## src/include/asb_pkg.sv

```systemverilog
// Constants, register map and field layout for the serial baud and modem control block
package asb_pkg;

  localparam int          ADDR_W        = 8;
  localparam logic [7:0]  OFS_CTLB0     = 8'h00;
  localparam logic [7:0]  OFS_CTLB1     = 8'h04;
  localparam logic [7:0]  OFS_MODEM     = 8'h08;
  localparam logic [7:0]  OFS_CH0_STATUS_REG     = 8'h0c;
  localparam logic [7:0]  OFS_STAT1     = 8'h10;

  // Control B field positions
  localparam int          CB_MPBT       = 7;
  localparam int          CB_MP         = 6;
  localparam int          CB_PS         = 5;
  localparam int          CB_PEO        = 4;
  localparam int          CB_DR         = 3;
  localparam logic [7:0]  CTLB_RESET    = 8'h07;
  localparam logic [2:0]  SRC_EXTERNAL  = 3'h7;

  // Modem control field positions
  localparam int          MC_RTS        = 0;
  localparam int          MC_FLOW_SEL   = 1;
  localparam int          MC_CK1_DIS    = 2;
  localparam logic [7:0]  MODEM_RESET   = 8'h01;

  // Status 0 / 1 field positions
  localparam int          ST_TX_EMPTY   = 0;
  localparam int          ST_RX_FULL    = 1;
  localparam int          ST_CARRIER    = 2;
  localparam int          ST_ERR_LSB    = 3;
  localparam int          ST_CTS        = 1;

  // Divider ratios
  localparam int          PRESCALE_LO   = 10;
  localparam int          PRESCALE_HI   = 30;
  localparam int          SAMPLE_LO     = 16;
  localparam int          SAMPLE_HI     = 64;
  localparam int          CNT_W         = 11;
  localparam logic [CNT_W-1:0] HALF_LO  = CNT_W'(PRESCALE_LO / 2);
  localparam logic [CNT_W-1:0] HALF_HI  = CNT_W'(PRESCALE_HI / 2);
  localparam logic [5:0]  SAMP_LAST_LO  = 6'(SAMPLE_LO - 1);
  localparam logic [5:0]  SAMP_LAST_HI  = 6'(SAMPLE_HI - 1);

  localparam logic [1:0]  RESP_OKAY     = 2'h0;
  localparam logic [1:0]  RESP_SLVERR   = 2'h2;

  typedef struct packed {
    logic       mp_bit_tx;
    logic       mp_mode;
    logic       prescale_hi;
    logic       parity_odd;
    logic       div64;
    logic [2:0] src_sel;
  } asb_ctlb_t;

  typedef struct packed {
    logic       sample_tick;
    logic       bit_tick;
    logic       clk_level;
  } asb_rate_t;

endpackage

```

## src/rtl/asb_baud_gen.sv

```systemverilog
// Per-channel baud generator: prescaler, source divider, sampling divider
`timescale 1ns/1ps
`default_nettype none
module asb_baud_gen
  import asb_pkg::*;
(
  // Clock and reset
  input  wire logic       aclk,
  input  wire logic       aresetn,
  input  wire logic       ce,
  // Configuration
  input  wire asb_ctlb_t  ctlb,
  // External clock pin level
  input  wire logic       ext_clk,
  // Rate outputs
  output var asb_rate_t   rate
);

  logic [CNT_W-1:0] cnt_r, cnt_nxt;
  logic [5:0]       samp_r, samp_nxt;
  logic             lvl_r, lvl_nxt;
  logic             ext_prev_r, ext_prev_nxt;
  asb_rate_t        rate_r, rate_nxt;
  logic [CNT_W-1:0] half;
  logic             internal;
  logic             samp_evt;

  always_comb
  begin
    internal     = (ctlb.src_sel != SRC_EXTERNAL);
    half         = (ctlb.prescale_hi ? HALF_HI : HALF_LO) << ctlb.src_sel;
    cnt_nxt      = cnt_r;
    lvl_nxt      = lvl_r;
    samp_nxt     = samp_r;
    ext_prev_nxt = ext_clk;
    samp_evt     = 1'b0;
    if (internal)
    begin
      // Toggling every half period gives phi/(prescale*source) on the pin
      if (cnt_r >= half - CNT_W'(1))
      begin
        cnt_nxt  = '0;
        lvl_nxt  = ~lvl_r;
        samp_evt = ~lvl_r;
      end
      else
        cnt_nxt = cnt_r + CNT_W'(1);
    end
    else
    begin
      cnt_nxt  = '0;
      samp_evt = ext_clk & ~ext_prev_r;
    end
    rate_nxt.sample_tick = samp_evt;
    rate_nxt.bit_tick    = 1'b0;
    if (samp_evt)
    begin
      if (samp_r >= (ctlb.div64 ? SAMP_LAST_HI : SAMP_LAST_LO))
      begin
        samp_nxt          = '0;
        rate_nxt.bit_tick = 1'b1;
      end
      else
        samp_nxt = samp_r + 6'(1);
    end
    rate_nxt.clk_level = lvl_nxt;
  end

  always_ff @(posedge aclk)
  begin
    if (!aresetn)
    begin
      cnt_r      <= '0;
      samp_r     <= '0;
      lvl_r      <= 1'b0;
      // Idle pin level is high, so no false edge follows reset
      ext_prev_r <= 1'b1;
      rate_r     <= '0;
    end
    else if (ce)
    begin
      cnt_r      <= cnt_nxt;
      samp_r     <= samp_nxt;
      lvl_r      <= lvl_nxt;
      ext_prev_r <= ext_prev_nxt;
      rate_r     <= rate_nxt;
    end
  end

  assign rate = rate_r;

endmodule // asb_baud_gen
`default_nettype wire

```

## src/rtl/asb_top.sv

```systemverilog
// Two-channel baud generation, modem control and clock pin sharing with AXI4-Lite registers
`timescale 1ns/1ps
`default_nettype none
module asb_top
  import asb_pkg::*;
(
  // Clock, reset, enable
  input  wire logic              aclk,
  input  wire logic              aresetn,
  input  wire logic              ce,
  // AXI4-Lite write address and data
  input  wire logic [ADDR_W-1:0] s_axi_awaddr,
  input  wire logic              s_axi_awvalid,
  output logic                   s_axi_awready,
  input  wire logic [31:0]       s_axi_wdata,
  input  wire logic [3:0]        s_axi_wstrb,
  input  wire logic              s_axi_wvalid,
  output logic                   s_axi_wready,
  // AXI4-Lite write response
  output logic [1:0]             s_axi_bresp,
  output logic                   s_axi_bvalid,
  input  wire logic              s_axi_bready,
  // AXI4-Lite read
  input  wire logic [ADDR_W-1:0] s_axi_araddr,
  input  wire logic              s_axi_arvalid,
  output logic                   s_axi_arready,
  output logic [31:0]            s_axi_rdata,
  output logic [1:0]             s_axi_rresp,
  output logic                   s_axi_rvalid,
  input  wire logic              s_axi_rready,
  // Modem pins
  input  wire logic              ch0_clear_to_send_input,
  input  wire logic              carrier_detect_input,
  output logic                   send_request_output,
  input  wire logic              ch1_shared_input,
  output logic                   sync_serial_rx_pin,
  // Serial clock pins, oe_n low while driving
  input  wire logic              ch0_clock_pin_i,
  output logic                   ch0_clock_pin_o,
  output logic                   ch0_clock_pin_oe_n,
  input  wire logic              ch1_clock_pin_i,
  output logic                   ch1_clock_pin_o,
  output logic                   ch1_clock_pin_oe_n,
  // DMA controller side
  input  wire logic              dma0_io_mode,
  input  wire logic              dma_tend_n,
  output logic                   dma_req_n,
  // Raw flags from transmitter and receiver
  input  wire logic [1:0]        tx_reg_empty_raw,
  input  wire logic              rx_full_raw,
  input  wire logic [2:0]        rx_err_raw,
  input  wire logic              parity_enable_bit,
  // Gated flags and rate outputs
  output logic [1:0]             tx_empty_flag,
  output logic                   rx_full_flag,
  output logic [2:0]             rx_err_flag,
  output logic [1:0]             parity_odd,
  output logic [1:0]             parity_active,
  output logic [1:0]             sample_tick,
  output logic [1:0]             bit_tick
);

  // AXI channel state
  logic              awready_r, awready_nxt;
  logic              wready_r, wready_nxt;
  logic              aw_held_r, aw_held_nxt;
  logic              w_held_r, w_held_nxt;
  logic [ADDR_W-1:0] awaddr_r, awaddr_nxt;
  logic [7:0]        wdata_r, wdata_nxt;
  logic              wstrb0_r, wstrb0_nxt;
  logic              bvalid_r, bvalid_nxt;
  logic [1:0]        bresp_r, bresp_nxt;
  logic              arready_r, arready_nxt;
  logic              rvalid_r, rvalid_nxt;
  logic [1:0]        rresp_r, rresp_nxt;
  logic [31:0]       rdata_r, rdata_nxt;
  logic              do_write;
  logic              ch0_status_reg_read;

  // Register state
  asb_ctlb_t         ctlb_r [2];
  asb_ctlb_t         ctlb_nxt [2];
  logic [7:0]        modem_r, modem_nxt;
  logic              carrier_bit_r, carrier_bit_nxt;
  logic              rx_hold_r, rx_hold_nxt;

  // Pin and flag state
  logic [1:0]        cts_lvl;
  logic [1:0]        ck_o_r, ck_o_nxt;
  logic [1:0]        ck_oe_n_r, ck_oe_n_nxt;
  logic              rts_r, rts_nxt;
  logic              srx_r, srx_nxt;
  logic              dreq_n_r, dreq_n_nxt;
  logic [1:0]        txe_r, txe_nxt;
  logic              rxf_r, rxf_nxt;
  logic [2:0]        err_r, err_nxt;
  logic [1:0]        peo_r, peo_nxt;
  logic [1:0]        pact_r, pact_nxt;
  asb_rate_t         rate [2];
  logic [1:0]        ext_clk;

  assign ext_clk = {ch1_clock_pin_i, ch0_clock_pin_i};

  genvar gi;
  generate
    for (gi = 0; gi < 2; gi++)
    begin : g_chan
      asb_baud_gen u_baud (
        .aclk    (aclk),
        .aresetn (aresetn),
        .ce      (ce),
        .ctlb    (ctlb_r[gi]),
        .ext_clk (ext_clk[gi]),
        .rate    (rate[gi])
      );
      assign sample_tick[gi] = rate[gi].sample_tick;
      assign bit_tick[gi]    = rate[gi].bit_tick;
    end
  endgenerate

  // Channel 1 shared pin counts as clear-to-send only when routed so
  always_comb
  begin
    cts_lvl[0] = ch0_clear_to_send_input;
    cts_lvl[1] = modem_r[MC_FLOW_SEL] & ch1_shared_input;
  end

  // AXI4-Lite slave: address and data taken independently, response after both
  always_comb
  begin
    awready_nxt = awready_r;
    wready_nxt  = wready_r;
    aw_held_nxt = aw_held_r;
    w_held_nxt  = w_held_r;
    awaddr_nxt  = awaddr_r;
    wdata_nxt   = wdata_r;
    wstrb0_nxt  = wstrb0_r;
    bvalid_nxt  = bvalid_r;
    bresp_nxt   = bresp_r;
    arready_nxt = 1'b0;
    rvalid_nxt  = rvalid_r;
    rresp_nxt   = rresp_r;
    rdata_nxt   = rdata_r;
    do_write    = 1'b0;
    ch0_status_reg_read  = 1'b0;
    if (s_axi_awvalid && awready_r)
    begin
      awready_nxt = 1'b0;
      aw_held_nxt = 1'b1;
      awaddr_nxt  = s_axi_awaddr;
    end
    if (s_axi_wvalid && wready_r)
    begin
      wready_nxt = 1'b0;
      w_held_nxt = 1'b1;
      wdata_nxt  = s_axi_wdata[7:0];
      wstrb0_nxt = s_axi_wstrb[0];
    end
    if (aw_held_r && w_held_r && !bvalid_r)
    begin
      do_write    = wstrb0_r;
      aw_held_nxt = 1'b0;
      w_held_nxt  = 1'b0;
      bvalid_nxt  = 1'b1;
      case (awaddr_r)
        OFS_CTLB0, OFS_CTLB1, OFS_MODEM, OFS_CH0_STATUS_REG, OFS_STAT1: bresp_nxt = RESP_OKAY;
        default: bresp_nxt = RESP_SLVERR;
      endcase
    end
    if (bvalid_r && s_axi_bready)
    begin
      bvalid_nxt  = 1'b0;
      awready_nxt = 1'b1;
      wready_nxt  = 1'b1;
    end
    if (!rvalid_r && !arready_r)
      arready_nxt = 1'b1;
    if (s_axi_arvalid && arready_r)
    begin
      arready_nxt = 1'b0;
      rvalid_nxt  = 1'b1;
      rresp_nxt   = RESP_OKAY;
      rdata_nxt   = '0;
      case (s_axi_araddr)
        OFS_CTLB0: rdata_nxt[7:0] = {ctlb_r[0][7:6], cts_lvl[0], ctlb_r[0][4:0]};
        OFS_CTLB1: rdata_nxt[7:0] = {ctlb_r[1][7:6], cts_lvl[1], ctlb_r[1][4:0]};
        OFS_MODEM: rdata_nxt[7:0] = modem_r;
        OFS_CH0_STATUS_REG:
        begin
          ch0_status_reg_read = 1'b1;
          rdata_nxt[ST_TX_EMPTY] = txe_r[0];
          rdata_nxt[ST_RX_FULL]  = rxf_r;
          rdata_nxt[ST_CARRIER]  = carrier_bit_r;
          rdata_nxt[ST_ERR_LSB +: 3] = err_r;
        end
        OFS_STAT1:
        begin
          rdata_nxt[ST_TX_EMPTY] = txe_r[1];
          rdata_nxt[ST_CTS]      = cts_lvl[1];
        end
        default: rresp_nxt = RESP_SLVERR;
      endcase
    end
    if (rvalid_r && s_axi_rready)
      rvalid_nxt = 1'b0;
  end

  always_ff @(posedge aclk)
  begin
    if (!aresetn)
    begin
      awready_r <= 1'b1;
      wready_r  <= 1'b1;
      aw_held_r <= 1'b0;
      w_held_r  <= 1'b0;
      awaddr_r  <= '0;
      wdata_r   <= '0;
      wstrb0_r  <= 1'b0;
      bvalid_r  <= 1'b0;
      bresp_r   <= RESP_OKAY;
      arready_r <= 1'b0;
      rvalid_r  <= 1'b0;
      rresp_r   <= RESP_OKAY;
      rdata_r   <= '0;
    end
    else if (ce)
    begin
      awready_r <= awready_nxt;
      wready_r  <= wready_nxt;
      aw_held_r <= aw_held_nxt;
      w_held_r  <= w_held_nxt;
      awaddr_r  <= awaddr_nxt;
      wdata_r   <= wdata_nxt;
      wstrb0_r  <= wstrb0_nxt;
      bvalid_r  <= bvalid_nxt;
      bresp_r   <= bresp_nxt;
      arready_r <= arready_nxt;
      rvalid_r  <= rvalid_nxt;
      rresp_r   <= rresp_nxt;
      rdata_r   <= rdata_nxt;
    end
  end

  // Registers, carrier detect bit and receive hold
  always_comb
  begin
    ctlb_nxt[0]     = ctlb_r[0];
    ctlb_nxt[1]     = ctlb_r[1];
    modem_nxt       = modem_r;
    carrier_bit_nxt = carrier_bit_r;
    rx_hold_nxt     = rx_hold_r;
    if (do_write)
    begin
      case (awaddr_r)
        OFS_CTLB0: ctlb_nxt[0] = wdata_r;
        OFS_CTLB1: ctlb_nxt[1] = wdata_r;
        OFS_MODEM: modem_nxt   = {5'h0, wdata_r[2:0]};
        default: ;
      endcase
    end
    // A status read with the input already low releases; a high input wins over the read
    if (ch0_status_reg_read && !carrier_detect_input)
    begin
      carrier_bit_nxt = 1'b0;
      rx_hold_nxt     = 1'b0;
    end
    if (carrier_detect_input)
    begin
      carrier_bit_nxt = 1'b1;
      rx_hold_nxt     = 1'b1;
    end
  end

  always_ff @(posedge aclk)
  begin
    if (!aresetn)
    begin
      ctlb_r[0]     <= CTLB_RESET;
      ctlb_r[1]     <= CTLB_RESET;
      modem_r       <= MODEM_RESET;
      carrier_bit_r <= 1'b0;
      rx_hold_r     <= 1'b0;
    end
    else if (ce)
    begin
      ctlb_r[0]     <= ctlb_nxt[0];
      ctlb_r[1]     <= ctlb_nxt[1];
      modem_r       <= modem_nxt;
      carrier_bit_r <= carrier_bit_nxt;
      rx_hold_r     <= rx_hold_nxt;
    end
  end

  // Pin muxing and flag gating, all outputs registered
  always_comb
  begin
    rts_nxt  = modem_nxt[MC_RTS];
    srx_nxt  = modem_r[MC_FLOW_SEL] ? 1'b1 : ch1_shared_input;
    txe_nxt  = tx_reg_empty_raw & ~cts_lvl;
    rxf_nxt  = rx_full_raw & ~rx_hold_nxt;
    err_nxt  = rx_err_raw & {3{~rx_hold_nxt}};
    peo_nxt  = {ctlb_r[1].parity_odd, ctlb_r[0].parity_odd};
    // Parity on or off comes only from the separate enable
    pact_nxt = {2{parity_enable_bit}};
    // Channel 0 pin
    if (dma0_io_mode)
    begin
      ck_oe_n_nxt[0] = 1'b1;
      ck_o_nxt[0]    = 1'b0;
      dreq_n_nxt     = ch0_clock_pin_i;
    end
    else
    begin
      ck_oe_n_nxt[0] = (ctlb_r[0].src_sel == SRC_EXTERNAL);
      ck_o_nxt[0]    = rate[0].clk_level;
      dreq_n_nxt     = 1'b1;
    end
    // Channel 1 pin
    if (modem_r[MC_CK1_DIS])
    begin
      ck_oe_n_nxt[1] = 1'b0;
      ck_o_nxt[1]    = dma_tend_n;
    end
    else
    begin
      ck_oe_n_nxt[1] = (ctlb_r[1].src_sel == SRC_EXTERNAL);
      ck_o_nxt[1]    = rate[1].clk_level;
    end
  end

  always_ff @(posedge aclk)
  begin
    if (!aresetn)
    begin
      ck_oe_n_r <= 2'h3;
      ck_o_r    <= 2'h0;
      rts_r     <= 1'b1;
      srx_r     <= 1'b1;
      dreq_n_r  <= 1'b1;
      txe_r     <= 2'h0;
      rxf_r     <= 1'b0;
      err_r     <= 3'h0;
      peo_r     <= 2'h0;
      pact_r    <= 2'h0;
    end
    else if (ce)
    begin
      ck_oe_n_r <= ck_oe_n_nxt;
      ck_o_r    <= ck_o_nxt;
      rts_r     <= rts_nxt;
      srx_r     <= srx_nxt;
      dreq_n_r  <= dreq_n_nxt;
      txe_r     <= txe_nxt;
      rxf_r     <= rxf_nxt;
      err_r     <= err_nxt;
      peo_r     <= peo_nxt;
      pact_r    <= pact_nxt;
    end
  end

  assign s_axi_awready      = awready_r;
  assign s_axi_wready       = wready_r;
  assign s_axi_bvalid       = bvalid_r;
  assign s_axi_bresp        = bresp_r;
  assign s_axi_arready      = arready_r;
  assign s_axi_rvalid       = rvalid_r;
  assign s_axi_rresp        = rresp_r;
  assign s_axi_rdata        = rdata_r;
  assign send_request_output = rts_r;
  assign sync_serial_rx_pin = srx_r;
  assign ch0_clock_pin_o    = ck_o_r[0];
  assign ch1_clock_pin_o    = ck_o_r[1];
  assign ch0_clock_pin_oe_n = ck_oe_n_r[0];
  assign ch1_clock_pin_oe_n = ck_oe_n_r[1];
  assign dma_req_n          = dreq_n_r;
  assign tx_empty_flag      = txe_r;
  assign rx_full_flag       = rxf_r;
  assign rx_err_flag        = err_r;
  assign parity_odd         = peo_r;
  assign parity_active      = pact_r;

endmodule // asb_top
`default_nettype wire

```

## config.mk

```make
export PLATFORM = sky130hd
export DESIGN_NAME = asb_top
export DESIGN_NICKNAME = d
export VERILOG_FILES = /design/src/include/asb_pkg.sv /design/src/rtl/asb_baud_gen.sv /design/src/rtl/asb_top.sv
export SDC_FILE = /design/constraint.sdc
export NUM_CORES = 1
export LEC_CHECK = 0
export ABC_AREA = 1
export BUFFER_PORTS_ARGS = -buffer_cell sky130_fd_sc_hd__buf_2
export CAP_MARGIN = 20
export CELL_PAD_IN_SITES_DETAIL_PLACEMENT = 0
export CELL_PAD_IN_SITES_GLOBAL_PLACEMENT = 1
export CORE_ASPECT_RATIO = 1.75
export CORE_UTILIZATION = 40
export CTS_BUF_LIST = sky130_fd_sc_hd__clkbuf_16
export CTS_CLUSTER_SIZE = 8
export DETAILED_ROUTE_END_ITERATION = 7
export MAX_ROUTING_LAYER = met4
export PLACE_DENSITY_LB_ADDON = 0.25
export RECOVER_POWER = 25
export SYNTH_ARGS = -nofsm -noshare
export SYNTH_HDL_FRONTEND = slang
export SYNTH_HIERARCHICAL = 1
export SYNTH_SLANG_ARGS = --single-unit
```

## constraint.sdc

```tcl
create_clock -name aclk -period 3.55 [get_ports aclk]
set_input_delay 0.71 -clock aclk [delete_from_list [all_inputs] [get_ports aclk]]
set_output_delay 0.71 -clock aclk [all_outputs]
set_load 0.005 [all_outputs]
```

# Word-level counts from Yosys, hierarchy flattened
# Memory sizes are Yosys's and may differ from the RTL's.
# Index checks and enable logic that the tools add are counted.
[word_totals]
ff_bits = 98
ram_bits = 16
inputBits = 74
out_inout_bits = 62
elab_cells = 176
memories = 1
[mem_list]
columns = ["memory", "words", "word_bits", "rd", "rd_clocked_by_memory_dff", "wr", "line", "text"]
rows = [
  ["ctlb_r", 2, 8, 2, 0, 2, "asb_top.sv:81", "asb_ctlb_t ctlb_r [2];"],
]
[classes]
add_sub_neg = 6
n_lt_le_gt_ge = 4
eq_ne = 12
shifts = 2
mux = 59
bitwise_logic = 14
n_reduce_logical = 40
[ops]
columns = ["cell", "n"]
rows = [
  ["$mux 11", 4],
  ["$mux 1", 39],
  ["$eq 8x4->1 const B", 4],
  ["$mux 8", 4],
  ["$reduce_and 2->1", 13],
  ["$mux 6", 4],
  ["$add 11x1->11 const B", 2],
  ["$ge 11x11->1", 2],
  ["$shl 11x3->11", 2],
  ["$sub 11x1->11 const B", 2],
  ["$eq 8x3->1 const B", 2],
  ["$eq 8x5->1 const B", 2],
  ["$logic_not 8->1", 2],
  ["$mux 16", 1],
  ["$pmux 4 s4", 1],
  ["$reduce_bool 2->1", 7],
  ["$add 6x1->6 const B", 2],
  ["$ge 6x6->1", 2],
  ["$pmux 2 s5", 1],
  ["$reduce_or 5->1", 2],
  ["$logic_and 1x1->1", 9],
  ["$reduce_and 3->1", 3],
  ["$mux 4", 2],
  ["$eq 3x3->1 const B", 2],
  ["10 further kinds", 23],
]

# Longest topological paths before layout
# Gate-level depths: netlist of the first run.
[logic_depth]
depth_word = 8
ltp_mapped = 18
depth_no_buf = 18

# Cells and area by module
# The synthesis of the first run kept the hierarchy.
[modules_own_cells]
columns = ["module", "instances", "cells_each", "area_per_inst_um2", "seq_area_each_um2"]
rows = [
  ["asb_top", 1, 379, 3125.5, 1561.5],
  ["asb_baud_gen (g_chan[0].u_baud)", 1, 268, 1732.9, 420.4],
  ["asb_baud_gen (g_chan[1].u_baud)", 1, 266, 1691.6, 420.4],
]

# Worst setup path before layout of the first run
# OpenSTA, ideal clock, no wires.
[synth_path]
kind = "register to register"
startpoint = "mem ctlb_r[0][2] in the netlist's numbering"
endpoint = "reg g_chan[0].u_baud.cnt_r[5]"
setup_time_ns = 0.067
t_arrival_ns = 2.288
setup_slack_ns = 1.195
stages_incl_launch_ff = 18
n_path_buf = 1
path_cell_list = "edfxtp_1 -> buf_2 -> inv_1 -> nand3_1 -> ha_1 -> a21oi_1 -> a31oi_1 -> ha_1 -> nand2_1 -> inv_1 -> nand2_1 -> nor2_1 -> nand2_1 -> nand2_2 -> nor2_4 -> nand2_4 -> or2_1 -> a21oi_2"
[synth_rtl]
columns = ["item", "line", "text"]
rows = [
  ["start: declaration", "asb_top.sv:81", ""],
  ["end signal: assignment", "asb_baud_gen.sv:82", "cnt_r <= cnt_nxt;"],
  ["end: declaration", "asb_baud_gen.sv:19", "logic [CNT_W-1:0] cnt_r, cnt_nxt;"],
]

# Worst setup path after layout of the first run
[layout_path]
startpoint = "in ce"
endpoint = "reg rresp_r[1] (netlist: s_axi_rresp[1])"
[layout_via]
elab_chain_cells = 1
[layout_rtl]
columns = ["item", "line", "text"]
rows = [
  ["start: declaration", "asb_top.sv:10", "input wire logic ce,"],
  ["$reduce_and 2->1 (no line)", "-", ""],
  ["end signal: assignment", "asb_top.sv:239", "rresp_r <= rresp_nxt;"],
  ["end: declaration", "asb_top.sv:75", "logic [1:0] rresp_r, rresp_nxt;"],
]
# No other way between the ends.
# A chain may end at the register's enable or synchronous reset.

==> impl_metrics.py, run 1 <==
metrics = {
    "die": {
        "io_pins": 136,
        "die_w_um": 98.7,
        "core_um2": 16000,
        "initial_core_util": 0.411,
        "die_h_um": 171,
        "rows": 61,
        "dieArea_um2": 16900,
    },
    "timing": {
        "setup_viol": 0,
        "rsz0062_at_grt": "no",
        "max_freq_mhz": 336,
        "setup-tns-final_ns": 0,
        "hold_viol_final": 0,
        "maxSlewViolCount": 0,
        "clock_skew_ns": 0.0124,
        "holdWs_ns": 0.467,
        "fin_crit_sh": 0.839,
        "slew_headroom": 0.221,
        "worst_slew_pin_slew_ns": 1.17,
        "fin_crit_ns": 2.98,
    },
    "clocking": {
        "cts_tree": "done",
        "post_cts_buffers": 0,
        "root_buffer": "clkbuf_16",
        "cts.repair.resized": 0,
        "clockBufferDepth": 2,
        "clock_sinks": 112,
        "htree_levels": 3,
        "path_clk_slew_ns": 0.09,
        "clock_latency_ns": 0.36,
        "cts_buffers": 9,
        "cts_hold_buf": 0,
    },
    "logic_synthesis": {
        "synth_area_leaders": "dfxtp_1 (29%), nand2_1 (11%), edfxtp_1 (7.3%), a21oi_1 (7.1%), inv_1 (6.3%)",
        "synth_seq_cells": 112,
        "synthXorXnorAreaFrac": 0.0134,
        "syn_area_um2": 6550,
        "synth_compound_area_frac": 0.146,
        "ys_warn_count": 6,
        "synthArstFlopShare": 0,
        "syn_inst": 913,
        "yosysSeqAreaShare": 0.367,
        "syn_area_per_cell_um2": 7.17,
        "yosys.area_share.simple": 0.283,
        "yosys-mux-area-fraction": 0,
        "synth_top_area_cell": "dfxtp_1",
        "synthDistinctLibCells": 45,
        "synth_top_family_by_area": "simple AND/OR/NAND/NOR gates",
        "synth_fa_ha_area_frac": 0.0611,
        "ys.flop_type": "dfxtp_1",
        "synth_top_area_share": 0.293,
        "synth_edf_count": 16,
    },
    "place": {
        "dp_hpwl_um": 13200,
        "port_buffers": 82,
        "place.gp.congestion": 0.848,
        "placed_area_um2": 6980,
        "place_inst": 1161,
    },
    "setup_path": {
        "critical_path_class": "input port to register",
        "cp_cell_sequence": "clkbuf_1, inv_4, nor2_1, inv_4, a21oi_2, o21ai_1, a21oi_2",
        "endpoint_kind": "register",
        "rr_worst_depth": 18,
        "cp-start-kind": "input port",
        "cp.required_ns": 3.84,
        "critPathSlowestCell": "clkbuf_1",
        "r2r_setup_slack_ns": 0.68,
        "crit_fanout": 20,
        "slowest_delay_ns": 0.83,
        "cp.arrival_ns": 3.27,
    },
    "power": {
        "p_leak_nw": 3.37,
        "vdd_drop_max_mv": 0.183,
        "p_per_area_nw_per_um2": 383,
    },
    "route": {
        "drc": 0,
        "wl_per_cell_um": 14.2,
        "drt-vias-per-instance": 4.93,
        "finalWirelength_um": 16800,
        "ant_nets": 0,
        "drt_iter0_markers": 170,
        "dr.pass1.iters": 4,
        "via_count": 5805,
    },
    "outcome": {
        "status": "completed",
    },
    "cells_and_area": {
        "nets": 1089,
        "final_layout_size_suffix_gt1_frac": 0.150,
        "n_fill_cell": 1696,
        "fin_util": 0.455,
        "final_cells": 1177,
        "n_antenna_cell": 0,
        "syn2layout_area_growth_pct": 10.9,
        "post-route-cell-area_um2": 7260,
    },
    "grt": {
        "grt_overflow": 0,
        "grt_pass1_wl_um": 26800,
        "grt_max_degree": 27,
        "track_usage": 0.212,
        "grt_antenna_before_repair": 0,
        "grt_pass1_vias": 5372,
    },
    "run": {
        "maxCapViolations": 0,
    },
    "min_path": {
        "hold_path_depth": 2,
        "worstHoldPathType": "register to register",
    },
}
[cells in the final DEF, fill, tap and decap left out, types with 17 or more instances in the layout]
cell,instances
inv_1,110
ha_1,32
nor2_1,78
buf_2,63
nand2_2,17
dfxtp_1,96
conb_1,26
o21ai_0,50
nand3_1,72
a21oi_1,93
nand2_1,193
clkbuf_1,20
[metrics by stage]
step | power, mW | worst slack [ns]
final | 2.78 | 0.570
after global routing | 2.93 | 0.354
after CTS | 2.83 | 0.674
after detailed placement | 1.72 | 0.698
after global placement | 1.71 | 0.745
after floorplan | 1.62 | 1.19
[worst max-delay path: cells and delay by family]
kind | cells | cell delay (ns)
AO/OA/AOI/OAI | 3 | 0.41
buffers and inverters | 3 | 1.29
AND/OR/NAND/NOR | 1 | 0.83
[synth_stat cells, types with 5 or more instances]
cell,number
a21oi_1,93
nor2_1,77
xor2_1,8
buf_6,5
nand2_1,193
ha_1,32
inv_2,12
dfxtp_1,96
a21oi_2,7
a31oi_1,5
nand2_2,17
inv_1,110
edfxtp_1,16
buf_2,6
buf_4,31
nor3_1,8
nand3_1,72
clkbuf_1,13
nand4_1,10
o21ai_0,50
nor2_4,7
[sequential cells by signal, summed over array words and instances (netlist names), 2 cells and up]
register                  cells
parity_odd                    2
g_chan.u_baud/cnt_r          22
ctlb_r                       16
tx_empty_flag                 2
modem_r                       3
g_chan.u_baud/ext_prev_r      2
wdata_r                       8
rx_err_flag                   3
s_axi_rdata                   8
ck_o_r                        2
g_chan.u_baud/samp_r         12
ck_oe_n_r                     2
g_chan.u_baud/rate            6
awaddr_r                      8
[routing by layer]
metal,GRT usage,up-vias,part of all wire
li1,-,3052,-
met4,0.0746,0,0.021
met1,0.215,2606,0.39
met5,-,-,0
met3,0.0280,24,0.028
met2,0.410,123,0.56
[report_power, final]
part           internal (mW)  switching [mW]
clock network          0.528           0.578
logic                  0.105           0.205
registers               1.33          0.0345
[kinds of logic (layout without fill, tap and decap cells)]
family / count (synthesis) / in the layout
flip-flops: 112 / 112
buffers and inverters: 181 / 231
XOR/XNOR: 10 / 10
AO/OA/AOI/OAI: 172 / 172
AND/OR/NAND/NOR: 405 / 405
adder cells (fa/ha/maj): 32 / 32
other: 1 / 26
[final cells by class]
class                           instances  area (um^2)  share of cell area
Multi-Input combinational cell        645         3380               0.465
Clock buffer                            9          225              0.0310
Sequential cell                       112         2400               0.331
Clock inverter                          7          108              0.0148
Tap cell                              189          236              0.0326
Inverter                              126          478              0.0658
Timing Repair Buffer                   89          435              0.0599
[worst paths after layout]
kind | startpoint | to
worst max-delay path | ce | s_axi_rresp[1]$_SDFFE_PN0P_
worst min-delay path | wdata_r[1]$_SDFFE_PN0P_ | modem_r[1]$_SDFFE_PN0P_
worst max register to register | ctlb_r[0][8]$_SDFFCE_PN1P_ | g_chan[1].u_baud/cnt_r[7]$_SDFFE_PN0P_
worst min register to register | wdata_r[1]$_SDFFE_PN0P_ | modem_r[1]$_SDFFE_PN0P_
No activity file was read; power rests on OpenSTA's default activity.
==> run 2: changes to the inputs <==
--- a/config.mk
+++ b/config.mk
@@ -11,7 +11,7 @@
 export CELL_PAD_IN_SITES_DETAIL_PLACEMENT = 0
 export CELL_PAD_IN_SITES_GLOBAL_PLACEMENT = 1
 export CORE_ASPECT_RATIO = 1.75
-export CORE_UTILIZATION = 40
+export CORE_UTILIZATION = 36
 export CTS_BUF_LIST = sky130_fd_sc_hd__clkbuf_16
 export CTS_CLUSTER_SIZE = 8
 export DETAILED_ROUTE_END_ITERATION = 7
==> constraint.sdc (replaced) <==
create_clock -name aclk -period 2.7 [get_ports aclk]
set_input_delay 0.54 -clock aclk [delete_from_list [all_inputs] [get_ports aclk]]
set_output_delay 0.54 -clock aclk [all_outputs]
set_load 0.005 [all_outputs]
==> impl_metrics.py, run 2 (same netlist as run 1, synthesis figures left out) <==
metrics = {
    "grt": {
        "grt_max_degree": 46,
        "grt_pass1_wl_um": 28000,
        "grt_overflow": 0,
        "grt_antenna_before_repair": 0,
        "track_usage": 0.197,
        "grt_pass1_vias": 5677,
    },
    "route": {
        "via_count": 6024,
        "drt_iter0_markers": 210,
        "dr.pass1.iters": 4,
        "drc": 0,
        "finalWirelength_um": 18100,
        "ant_nets": 0,
        "wl_per_cell_um": 14.5,
        "drt-vias-per-instance": 4.83,
    },
    "setup_path": {
        "cp_cell_sequence": "buf_6, nor2_4, nand2_4, ha_4, a21oi_2, a31oi_1, ha_1, nand2_2, inv_2, nand2_2, nor2_1, nand2_1, nand4_1, buf_4, nand3_4, a21oi_2, nor2_1",
        "timing.rr.start": "ctlb_r[0][0]$_SDFFCE_PN1P_",
        "slowest_delay_ns": 0.46,
        "rr_worst_depth": 17,
        "r2r_setup_slack_ns": 0.09,
        "startpoint": "ctlb_r[0][0]$_SDFFCE_PN1P_",
        "critical_path_class": "register to register",
        "cp.arrival_ns": 2.86,
        "cp-start-kind": "register",
        "r2r-end": "g_chan[0].u_baud/samp_r[2]$_SDFFE_PN0P_",
        "endpoint_kind": "register",
        "critPathSlowestCell": "edfxtp_1",
        "worstSetupEndpoint": "g_chan[0].u_baud/samp_r[2]$_SDFFE_PN0P_",
        "cp.required_ns": 2.96,
        "crit_fanout": 6,
    },
    "timing": {
        "holdWs_ns": 0.380,
        "setup_viol": 0,
        "hold_viol_final": 0,
        "rsz0062_at_grt": "yes",
        "max_freq_mhz": 384,
        "fin_crit_sh": 0.965,
        "slew_headroom": 0.380,
        "fin_crit_ns": 2.61,
        "maxSlewViolCount": 0,
        "worst_slew_pin_slew_ns": 0.930,
        "clock_skew_ns": 0.0139,
    },
    "power": {
        "vdd_drop_max_mv": 0.252,
        "power_mw": 3.70,
        "p_seq_frac": 0.486,
        "p_comb_frac": 0.123,
        "p_leak_nw": 3.59,
        "pwr-share-clk": 0.391,
        "power.internal_mw": 2.66,
        "p_per_area_nw_per_um2": 480,
        "swShare": 0.280,
        "p_switching_mw": 1.04,
    },
    "cells_and_area": {
        "layout_commonest_cell": "nand2_1",
        "nets": 1118,
        "final_layout_size_suffix_gt1_frac": 0.214,
        "most-common-layout-cells": "nand2_1 (183), inv_1 (106), dfxtp_1 (96)",
        "syn2layout_area_growth_pct": 17.7,
        "largest_reg_flops": 22,
        "n_antenna_cell": 0,
        "reg_top3": "g_chan.u_baud/cnt_r (22), ctlb_r (16), g_chan.u_baud/samp_r (12)",
        "regMostFlops": "g_chan.u_baud/cnt_r",
        "final_cells": 1248,
    },
    "clocking": {
        "clock_sinks": 112,
        "clock_latency_ns": 0.37,
        "htree_levels": 3,
        "cts_buffers": 9,
        "cts_tree": "done",
        "path_clk_slew_ns": 0.09,
        "cts_hold_buf": 0,
        "clockBufferDepth": 2,
        "root_buffer": "clkbuf_16",
    },
    "die": {
        "die_h_um": 180,
        "io_pins": 136,
        "dieArea_um2": 18800,
        "rows": 64,
        "die_w_um": 104,
        "core_um2": 17600,
        "initial_core_util": 0.372,
    },
    "min_path": {
        "worstHoldPathType": "input port to register",
    },
    "place": {
        "place.gp.congestion": 0.846,
        "dp_hpwl_um": 13600,
        "port_buffers": 82,
        "place_inst": 1213,
    },
    "run": {
        "maxCapViolations": 0,
    },
    "outcome": {
        "status": "completed",
    },
}
[run 2: power groups by stage]
stage | sequential, mW | clock [mW] | combinational, mW
3_3_place_gp | 1.84 | 0 | 0.429
3_5_place_dp | 1.84 | 0 | 0.433
5_1_grt | 1.81 | 1.55 | 0.514
2_1_floorplan | 1.83 | 0 | 0.306
4_1_cts | 1.80 | 1.49 | 0.438
6_report | 1.80 | 1.45 | 0.455
[run 2: per-stage QoR]
stage	TNS, ns	instance area, um^2	worst slack [ns]	utilization
floorplan	0	6640	0.345	-
global placement	0	7120	0.0216	0.404
detailed placement	0	7120	0.00453	0.404
CTS	0	7440	0.00363	0.422
global route	-0.544	7710	-0.0990	0.437
finish	0	7710	0.0946	0.437
[run 2: how the worst min path moves through the flow]
stage                                     startpoint                                    end  cells past startpoint  slack [ns]
2_1_floorplan                wdata_r[3]$_SDFFE_PN0P_                wdata_r[3]$_SDFFE_PN0P_                      2        0.43
3_3_place_gp                 wdata_r[7]$_SDFFE_PN0P_                wdata_r[7]$_SDFFE_PN0P_                      2        0.44
3_5_place_dp   g_chan[0].u_baud/rate[1]$_SDFFE_PN0P_  g_chan[0].u_baud/rate[1]$_SDFFE_PN0P_                      2        0.45
4_1_cts                                 s_axi_rready              s_axi_rvalid$_SDFFE_PN0P_                      2        0.37
5_1_grt                                 s_axi_rready              s_axi_rvalid$_SDFFE_PN0P_                      2        0.39
6_report                                s_axi_rready              s_axi_rvalid$_SDFFE_PN0P_                      2        0.38
[run 2: layout make-up]
type,instances,area [um^2]
Fill cell,1920,9910
Timing Repair Buffer,117,689
Inverter,126,483
Clock inverter,7,85.1
Clock buffer,9,225
Sequential cell,112,2400
Multi-Input combinational cell,646,3530
Tap cell,231,289
[run 2: routing by layer]
metal / up-vias / routed length [um] / global-route usage / part of all wire
met2: 117 / 10000 / 0.383 / 0.56
li1: 3113 / - / - / -
met1: 2763 / 7010 / 0.190 / 0.39
met4: 0 / 569 / 0.0943 / 0.032
met5: - / 0 / - / 0
met3: 31 / 447 / 0.0210 / 0.025
[run 2: what timing repair did]
action                     4_1_cts  5_1_grt
setup buffers                    2       16
cloned                           0        1
pin swaps                        0       25
resized for setup                0       50
setup endpoints to repair        7       38
[run 2: worst max-delay path, delay by kind of cell, from the launching register on]
kind / cells / cell delay (ns)
flops: 1 / 0.46
compound gates: 3 / 0.32
simple gates: 9 / 0.83
buf+inv: 3 / 0.38
fa+ha+maj: 2 / 0.49
